### config.mk
export PLATFORM = sky130hd
export DESIGN_NAME = cic_top
export DESIGN_NICKNAME = d
export VERILOG_FILES = /design/src/inc/cic_pkg.sv /design/src/rtl/cic_unit.sv /design/src/rtl/cic_top.sv
export SDC_FILE = /design/constraint.sdc
export NUM_CORES = 1
export LEC_CHECK = 0
export BUFFER_PORTS_ARGS = -buffer_cell sky130_fd_sc_hd__buf_2
export CORE_MARGIN = 10
export CORE_UTILIZATION = 60
export DETAILED_ROUTE_END_ITERATION = 8
export GPL_TIMING_DRIVEN = 0
export PLACE_DENSITY = 0.84
export SLEW_MARGIN = 15
export SYNTH_ARGS = -nofsm -noshare
export SYNTH_HDL_FRONTEND = slang
export SYNTH_SLANG_ARGS = --single-unit
### constraint.sdc
create_clock -name ref_clk_i -period 5.95 [get_ports ref_clk_i]
set_input_delay 0.2975 -clock ref_clk_i [delete_from_list [all_inputs] [get_ports ref_clk_i]]
set_output_delay 0.2975 -clock ref_clk_i [all_outputs]
set_load 0.02 [all_outputs]
### src/inc/cic_pkg.sv
// Shared constants, types and helpers for the cascaded interrupt controller pair
package cic_pkg;

  // ****************************************************************
  // I/O ports
  // ****************************************************************
  localparam logic [7:0] PORT_M_EVEN = 8'h20;
  localparam logic [7:0] PORT_M_ODD  = 8'h21;
  localparam logic [7:0] PORT_S_EVEN = 8'ha0;
  localparam logic [7:0] PORT_S_ODD  = 8'ha1;

  // ****************************************************************
  // Vectors and priorities
  // ****************************************************************
  localparam logic [7:0] VEC_BASE_M   = 8'h08;
  localparam logic [7:0] VEC_BASE_S   = 8'h70;
  localparam logic [7:0] SPURIOUS_OFS = 8'h07;
  localparam logic [3:0] CASCADE_IRQ  = 4'h2;
  localparam logic [3:0] PRIO_NONE    = 4'h8;

  // ****************************************************************
  // Field positions of written words
  // ****************************************************************
  localparam int INIT_FLAG_BIT = 4;
  localparam int LEVEL_BIT     = 3;
  localparam int AUTO_END_BIT  = 1;
  localparam int OCW3_BIT      = 3;
  localparam int END_CMD_BIT   = 5;
  localparam int SPEC_BIT      = 6;
  localparam int RDSEL_BIT     = 1;
  localparam int RDISR_BIT     = 0;

  typedef enum logic [1:0] {INIT_W2, INIT_W3, INIT_W4, INIT_READY} cic_init_e;

  // Index of the highest-priority set bit, bit 0 highest; PRIO_NONE if clear
  function automatic logic [3:0] cic_prio(input logic [7:0] v);
    logic [3:0] r;
    r = PRIO_NONE;
    for (int i = 7; i >= 0; i--) begin
      if (v[i]) begin
        r = {1'b0, 3'(i)};
      end
    end
    return r;
  endfunction : cic_prio

endpackage : cic_pkg

### src/rtl/cic_unit.sv
// One eight-input interrupt controller with its initialization sequencer
`timescale 1ns/1ps
module cic_unit #(
  parameter bit         IS_MASTER = 1'b1,
  parameter logic [7:0] VEC_BASE  = 8'h08
) (
  // Clock and reset
  input  wire logic       ref_clk_i,
  input  wire logic       rstn_i,
  // Port writes
  input  wire logic       wr_even_i,
  input  wire logic       wr_odd_i,
  input  wire logic [7:0] wdata_i,
  // Requests and acknowledge
  input  wire logic [7:0] req_i,
  input  wire logic       ack_i,
  // State
  output logic      [7:0] irr_o,
  output logic      [7:0] isr_o,
  output logic      [7:0] imr_o,
  output logic            int_o,
  output logic      [3:0] top_o,
  output logic      [7:0] vec_o,
  output logic      [7:0] rdata_even_o
);
  import cic_pkg::*;

  if (VEC_BASE[2:0] != 3'h0) begin : g_bad_base
    $error("vector base must be 8-aligned");
  end

  logic [7:0] irr;
  logic [7:0] isr;
  logic [7:0] imr;
  logic [7:0] req_q;
  logic       level_mode;
  logic       auto_end_en;
  logic       read_isr;
  cic_init_e  state;

  wire       init_one   = wr_even_i & wdata_i[INIT_FLAG_BIT];
  wire       ready      = (state == INIT_READY);
  wire       cmd_end    = wr_even_i & ~wdata_i[INIT_FLAG_BIT] & ~wdata_i[OCW3_BIT] & ready;
  wire       cmd_read   = wr_even_i & ~wdata_i[INIT_FLAG_BIT] & wdata_i[OCW3_BIT] & ready;
  wire       wr_mask    = wr_odd_i & ready;
  wire [7:0] pend       = irr & ~imr;
  wire [3:0] top_pend   = cic_prio(pend);
  wire [3:0] top_isr    = cic_prio(isr);
  wire       serve      = ack_i & (top_pend != PRIO_NONE);
  wire [7:0] serve_mask = serve ? (8'h01 << top_pend[2:0]) : 8'h00;
  wire       auto_end   = IS_MASTER & auto_end_en;
  wire       end_go     = cmd_end & wdata_i[END_CMD_BIT];
  wire [7:0] end_spec   = 8'h01 << wdata_i[2:0];
  wire [7:0] end_gen    = (top_isr == PRIO_NONE) ? 8'h00 : (8'h01 << top_isr[2:0]);
  wire [7:0] end_mask   = !end_go ? 8'h00 : (wdata_i[SPEC_BIT] ? end_spec : end_gen);
  wire [7:0] rise       = req_i & ~req_q;
  // Word one clears the pending bits; in edge mode a request held through it needs a fresh edge
  // In edge mode serving clears the request; a new edge in the same cycle wins
  wire [7:0] next_irr   = init_one   ? 8'h00 :
                          level_mode ? req_i : ((irr & ~serve_mask) | rise);
  wire [7:0] next_isr   = init_one ? 8'h00 :
                          ((isr & ~end_mask) | (auto_end ? 8'h00 : serve_mask));
  wire [7:0] next_imr   = init_one ? 8'h00 : (wr_mask ? wdata_i : imr);

  // Fully nested: only a request above every in-service level interrupts
  assign int_o        = ready & (top_pend < top_isr);
  assign top_o        = top_pend;
  assign vec_o        = VEC_BASE | {5'h00, top_pend[2:0]};
  assign irr_o        = irr;
  assign isr_o        = isr;
  assign imr_o        = imr;
  assign rdata_even_o = read_isr ? isr : irr;

  // ****************************************************************
  // Controller state, deliberately outside the reset
  // ****************************************************************
  always_ff @(posedge ref_clk_i) begin
    irr   <= next_irr;
    isr   <= next_isr;
    imr   <= next_imr;
    req_q <= req_i;
    if (init_one) begin
      state       <= INIT_W2;
      level_mode  <= wdata_i[LEVEL_BIT];
      auto_end_en <= 1'b0;
      read_isr    <= 1'b0;
    end else if (wr_odd_i && !ready) begin
      unique case (state)
        INIT_W2: begin
          state <= INIT_W3;
        end
        INIT_W3: begin
          state <= INIT_W4;
        end
        INIT_W4: begin
          auto_end_en <= wdata_i[AUTO_END_BIT];
          state       <= INIT_READY;
        end
        INIT_READY: begin
          state <= INIT_READY;
        end
      endcase
    end else if (cmd_read && wdata_i[RDSEL_BIT]) begin
      read_isr <= wdata_i[RDISR_BIT];
    end
  end
endmodule : cic_unit

### src/rtl/cic_top.sv
// Cascaded interrupt controller pair with acknowledge and power-management paths
// Notes on behaviour
// - Master returns vectors 08h-0Fh for requests 0-7; request 2 has none.
// - Slave returns vectors 70h-77h for requests 8-15, ascending.
// - Controller works from power-on with no separate software enable.
// - Power-on reset leaves controller registers and sequencer state undefined.
// - Even-port write with bit 4 set is word one and restarts sequencing.
// - Master init words two to four go only through port 21h.
// - Each of the three odd-port writes after word one advances the pointer; only word four is stored.
// - Qualified indication when an unmasked request or in-service bit is set.
// - Qualified indications are combinatorial, no register stage.
// - Rising edge on enabled, mapped, selected pin 0-2 gives wake-up.
// - Rising edge on selected internal request gives activity, never wake.
// - Slave output is hardwired into master request input 2.
// - Automatic end of service in master only; slave needs the command.
// - After initialization priority is fully nested.
// - Only x86 vector bytes are produced, no call-instruction mode.
`timescale 1ns/1ps
module cic_top (
  // Clock and reset
  input  wire logic        ref_clk_i,
  input  wire logic        rstn_i,
  // I/O port access
  input  wire logic        io_wr_i,
  input  wire logic        io_rd_i,
  input  wire logic [7:0]  io_addr_i,
  input  wire logic [7:0]  io_wdata_i,
  output logic      [7:0]  io_rdata_o,
  // Interrupt requests and CPU acknowledge
  input  wire logic [15:0] irq_i,
  input  wire logic        inta_i,
  output logic             cpu_int_o,
  output logic      [7:0]  vector_o,
  output logic             vector_vld_o,
  // Power management unit
  input  wire logic [2:0]  ext_request_pins_low_i,
  input  wire logic [2:0]  ext_pin_en_i,
  input  wire logic [2:0]  ext_pin_mapped_i,
  input  wire logic [1:0]  chip_setup_index_sel_i,
  input  wire logic [15:0] act_sel_i,
  output logic      [15:0] qual_irq_o,
  output logic             wake_o,
  output logic             activity_o
);
  import cic_pkg::*;

  // ****************************************************************
  // Port decode
  // ****************************************************************
  wire m_even_wr = io_wr_i & (io_addr_i == PORT_M_EVEN);
  wire m_odd_wr  = io_wr_i & (io_addr_i == PORT_M_ODD);
  wire s_even_wr = io_wr_i & (io_addr_i == PORT_S_EVEN);
  wire s_odd_wr  = io_wr_i & (io_addr_i == PORT_S_ODD);

  logic [7:0] m_irr;
  logic [7:0] m_isr;
  logic [7:0] m_imr;
  logic [7:0] m_rd;
  logic [7:0] m_vec;
  logic [3:0] m_top;
  logic       m_int;
  logic [7:0] s_irr;
  logic [7:0] s_isr;
  logic [7:0] s_imr;
  logic [7:0] s_rd;
  logic [7:0] s_vec;
  logic [3:0] s_top;
  logic       s_int;

  // ****************************************************************
  // Cascaded pair
  // ****************************************************************
  wire [7:0] m_req   = {irq_i[7:3], s_int, irq_i[1:0]};
  wire       m_casc  = (m_top == CASCADE_IRQ);
  wire       s_ack   = inta_i & m_casc;

  // No enable gating: both units accept port writes from power-on
  cic_unit #(.IS_MASTER(1'b1), .VEC_BASE(VEC_BASE_M)) u_master (
    .ref_clk_i    (ref_clk_i),
    .rstn_i       (rstn_i),
    .wr_even_i    (m_even_wr),
    .wr_odd_i     (m_odd_wr),
    .wdata_i      (io_wdata_i),
    .req_i        (m_req),
    .ack_i        (inta_i),
    .irr_o        (m_irr),
    .isr_o        (m_isr),
    .imr_o        (m_imr),
    .int_o        (m_int),
    .top_o        (m_top),
    .vec_o        (m_vec),
    .rdata_even_o (m_rd)
  );

  cic_unit #(.IS_MASTER(1'b0), .VEC_BASE(VEC_BASE_S)) u_slave (
    .ref_clk_i    (ref_clk_i),
    .rstn_i       (rstn_i),
    .wr_even_i    (s_even_wr),
    .wr_odd_i     (s_odd_wr),
    .wdata_i      (io_wdata_i),
    .req_i        (irq_i[15:8]),
    .ack_i        (s_ack),
    .irr_o        (s_irr),
    .isr_o        (s_isr),
    .imr_o        (s_imr),
    .int_o        (s_int),
    .top_o        (s_top),
    .vec_o        (s_vec),
    .rdata_even_o (s_rd)
  );

  // ****************************************************************
  // Vector selection
  // ****************************************************************
  wire [7:0] m_spur   = VEC_BASE_M | SPURIOUS_OFS;
  wire [7:0] s_spur   = VEC_BASE_S | SPURIOUS_OFS;
  wire [7:0] s_pick   = (s_top == PRIO_NONE) ? s_spur : s_vec;
  wire [7:0] next_vec = (m_top == PRIO_NONE) ? m_spur :
                        (m_casc ? s_pick : m_vec);

  wire [7:0] next_rdata = !io_rd_i                       ? 8'h00 :
                          (io_addr_i == PORT_M_EVEN)     ? m_rd  :
                          (io_addr_i == PORT_M_ODD)      ? m_imr :
                          (io_addr_i == PORT_S_EVEN)     ? s_rd  :
                          (io_addr_i == PORT_S_ODD)      ? s_imr : 8'h00;

  // ****************************************************************
  // Power management paths
  // ****************************************************************
  // Left unregistered so a stopped clock can be restarted by them
  assign qual_irq_o = {(s_irr & ~s_imr) | s_isr, (m_irr & ~m_imr) | m_isr};

  logic [2:0]  ext_q;
  logic [15:0] irq_q;

  wire        func_sel  = |chip_setup_index_sel_i;
  wire [2:0]  ext_rise  = ext_request_pins_low_i & ~ext_q & ext_pin_en_i &
                          ext_pin_mapped_i & {3{func_sel}};
  // Activity only; no wake, SMI or NMI path exists from these edges
  wire [15:0] irq_rise  = irq_i & ~irq_q & act_sel_i;

  always_ff @(posedge ref_clk_i or negedge rstn_i) begin
    if (!rstn_i) begin
      cpu_int_o    <= 1'b0;
      vector_o     <= 8'h00;
      vector_vld_o <= 1'b0;
      io_rdata_o   <= 8'h00;
      wake_o       <= 1'b0;
      activity_o   <= 1'b0;
      ext_q        <= 3'h0;
      irq_q        <= 16'h0000;
    end else begin
      cpu_int_o    <= m_int;
      vector_o     <= inta_i ? next_vec : vector_o;
      vector_vld_o <= inta_i;
      io_rdata_o   <= next_rdata;
      wake_o       <= |ext_rise;
      activity_o   <= |irq_rise;
      ext_q        <= ext_request_pins_low_i;
      irq_q        <= irq_i;
    end
  end
endmodule : cic_top

==> load_flow_metrics.sql <==
INSERT INTO impl_metrics (metric_group, metric, value, unit) VALUES
('run_status', 'outcome', 'completed', ''),
('finish', 'num_antenna_cells', '0', ''),
('floorplan', 'die-area', '13000', 'sq um'),
('sta', 'worst_pin_slew', '0.889', 'ns'),
('finish', 'design_area', '6110', 'sq um'),
('cts', 'cts-htree-levels', '3', ''),
('synth', 'synth_top_area_cell', 'dfxtp_1', ''),
('cts', 'clock_sinks', '109', ''),
('global_route', 'via_count_of_the_first_global_routing_pass', '5060', ''),
('global_route', 'number_of_antenna_violations_at_the_first_check_in_global_routing', '0', ''),
('synth', 'postSynthRegisterBits', '109', ''),
('setup_path', 'arrival', '3.75', 'ns'),
('synth', 'synth_sequential_area_ratio', '45.1', '%'),
('synth', 'asyncSetResetFlopFracSynth', '33.0', '%'),
('finish', 'final_nets', '777', ''),
('synth', 'yosys.area.top_type_share', '26.9', '%'),
('global_route', 'grt_use_total', '25.9', '%'),
('finish', 'fillerInstances', '720', ''),
('floorplan', 'floorplan.die.width', '114', 'um'),
('synth', 'synth_nets', '670', ''),
('power_and_ir_drop', 'power_frac_clock', '33.0', '%'),
('sta', 'clock_skew', '0.0178', 'ns'),
('drt', 'drt_iter0_drc', '491', ''),
('floorplan', 'floorplan.initialDensity', '61.2', '%'),
('synth', 'synth_cell_type_count', '62', ''),
('placed_design', 'io_buffers', '96', ''),
('finish', 'post_route_cells_drive_above_1_share', '18.3', '%'),
('power_and_ir_drop', 'power.net_switching', '416', 'uW'),
('setup_path', 'timing.rr.start', 'u_slave.imr_o[2]', ''),
('power_and_ir_drop', 'comb_power_share', '12.6', '%'),
('global_route', 'grt_first_pass_wirelength', '27000', 'um'),
('placed_design', 'dpl_worst_slack', '2.67', 'ns'),
('global_route', 'gr-total-overflow', '0', ''),
('synth', 'synth_ff_type', 'dfxtp_1', ''),
('power_and_ir_drop', 'intPower', '1050', 'uW'),
('placed_design', 'gp_congestion', '0.956', ''),
('setup_path', 'worst_setup_path_start_kind', 'flop', ''),
('drt', 'wl_per_cell', '21.0', 'um'),
('placed_design', 'dpl_cell_area', '5900', 'sq um'),
('worst_hold_path', 'min-delay-path-class', 'in -> async', ''),
('power_and_ir_drop', 'total_leakage_power', '0.00266', 'uW'),
('setup_path', 'worst-setup-path-type', 'reg -> reg', ''),
('synth', 'postSynthCellCount', '600', ''),
('finish', 'combined_area_of_the_multi_input_logic_cells', '2670', 'sq um'),
('setup_path', 'cp_slowest_stage_delay', '0.82', 'ns'),
('sta', 'timing.setup.tns', '0', 'ns'),
('cts', 'cts.path.max_buffers', '2', ''),
('synth', 'synth_edf_count', '2', ''),
('cts', 'clk_root_buffer_cell', 'clkbuf_8', ''),
('sta', 'max-slew-margin-rel', '40.2', '%'),
('finish', 'syn2layout_area_growth', '15.7', '%'),
('sta', 'hold_slack', '0.0272', 'ns'),
('cts', 'cts_post_setup_buffers_inserted', '0', ''),
('sta', 'fin_hold_viols', '0', ''),
('finish', 'layout.core_utilization', '70.8', '%'),
('global_route', 'grt_max_degree', '37', ''),
('sta', 'period_share', '58.2', '%'),
('cts', 'clock_insertion_delay_worst_skew', '0.37', 'ns'),
('floorplan', 'top_level_ports', '100', ''),
('drt', 'route.vias.total', '5145', ''),
('placed_design', 'place_hpwl', '13400', 'um'),
('setup_path', 'worstPathRequired', '6.24', 'ns'),
('setup_path', 'cpMaxStageDelayCell', 'nor4_1', ''),
('floorplan', 'die_height', '114', 'um'),
('power_and_ir_drop', 'seq_power_share', '54.4', '%'),
('setup_path', 'crit_path_end_kind', 'flop', ''),
('sta', 'final-setup-viol-count', '0', ''),
('finish', 'final-seq-area', '2380', 'sq um'),
('synth', 'post_synth_instance_area', '5280', 'sq um'),
('synth', 'post-synth-top-count-cell', 'dfxtp_1', ''),
('sta', 'maxClockFrequency', '289', 'MHz');
path summary, 6_finish.rpt:
kind | cells past startpoint | end | slack, ns
min reg2reg | 1 | u_master.irr_o[2] | 0.47
min in group ref_clk_i | 1 | ext_q[1] | 0.03
max in group asynchronous | 1 | irq_q[12] | 5.38
min | 1 | ext_q[1] | 0.03
max | 9 | u_master.irr_o[2] | 2.49
max reg2reg | 9 | u_master.irr_o[2] | 2.49
power groups by stage:
stage	sequential (uW)	clock, uW	combinational, uW
detailed placement	814	0	182
global placement	813	0	176
global route	803	519	203
floorplan	808	0	105
finish	799	485	185
CTS	798	486	183
area by class of cell:
| class | instances | area share, % |
|---|---|---|
| multi-input cells | 433 | 43.7 |
| plain buffers | 26 | 1.82 |
| clock buffers | 10 | 2.25 |
| well taps | 108 | 2.21 |
| inverters | 32 | 1.97 |
| flip-flops and latches | 109 | 39.0 |
| clock inverters | 6 | 1.23 |
| repair buffers | 96 | 7.86 |
through the flow:
step,cells,total power (uW)
detailed placement,804,996
floorplan,600,913
finish,820,1470
global route,820,1530
global placement,804,989
CTS,820,1470
metal layers:
metal  vias to the layer above  global-route usage (%)  part of all wire, %
met4                         0                    11.3                  3.4
met3                        39                    5.46                  8.6
met2                       276                    42.4                   48
met5                         -                       0                    0
li1                       2373                       -                    -
met1                      2457                    32.2                   40
flip-flops by register name, summed over array words and instances, names as in the netlist, 2 cells and up:
register        cells
u_slave.imr_o       8
u_master.irr_o      8
irq_q              16
u_slave.state       2
u_slave.isr_o       8
ext_q               3
u_master.state      2
u_slave.irr_o       8
vector_o            5
u_master.imr_o      8
io_rdata_o          8
u_master.req_q      8
u_master.isr_o      8
u_slave.req_q       8
critical path, delay by kind of cell (launching register included):
family | cells | cell delay [ns]
AOI/OAI and AO/OA | 4 | 1.23
adders and majority gates | 1 | 0.40
DFF | 1 | 0.39
and+or+nand+nor | 3 | 1.16
buffers and inverters | 1 | 0.20
logic make-up after synthesis:
group                      share of synthesized area, %
adders and majority gates                          1.42
DFF                                                45.1
muxes                                              6.06
and+or+nand+nor                                    24.0
buffers and inverters                              4.38
AOI/OAI and AO/OA                                  18.9
other                                            0.0710
cell usage in the layout, fill, tap and decap left out, types with 4 or more instances in the layout:
master    synthesis  final
nand2b_1         31     31
a211o_1           4      4
a21oi_1          56     56
mux2i_1          32     32
a31oi_1          14     14
nor2_1           49     49
clkbuf_1         19     19
and3_1            6      6
dfrtp_1          36     36
ha_1              6      6
o21ai_0          35     35
nand3b_1         20     20
a22oi_1           9      9
nor3_1            8      8
o31ai_1           7      7
inv_1            30     30
nand4_1          13     13
clkbuf_8          0     10
o211ai_1          4      4
nand2_1          46     46
nand3_1          22     22
nor2b_1          13     13
nor4_1            5      5
buf_2             2     98
dfxtp_1          71     71
Power figures use the tool's default switching activity.
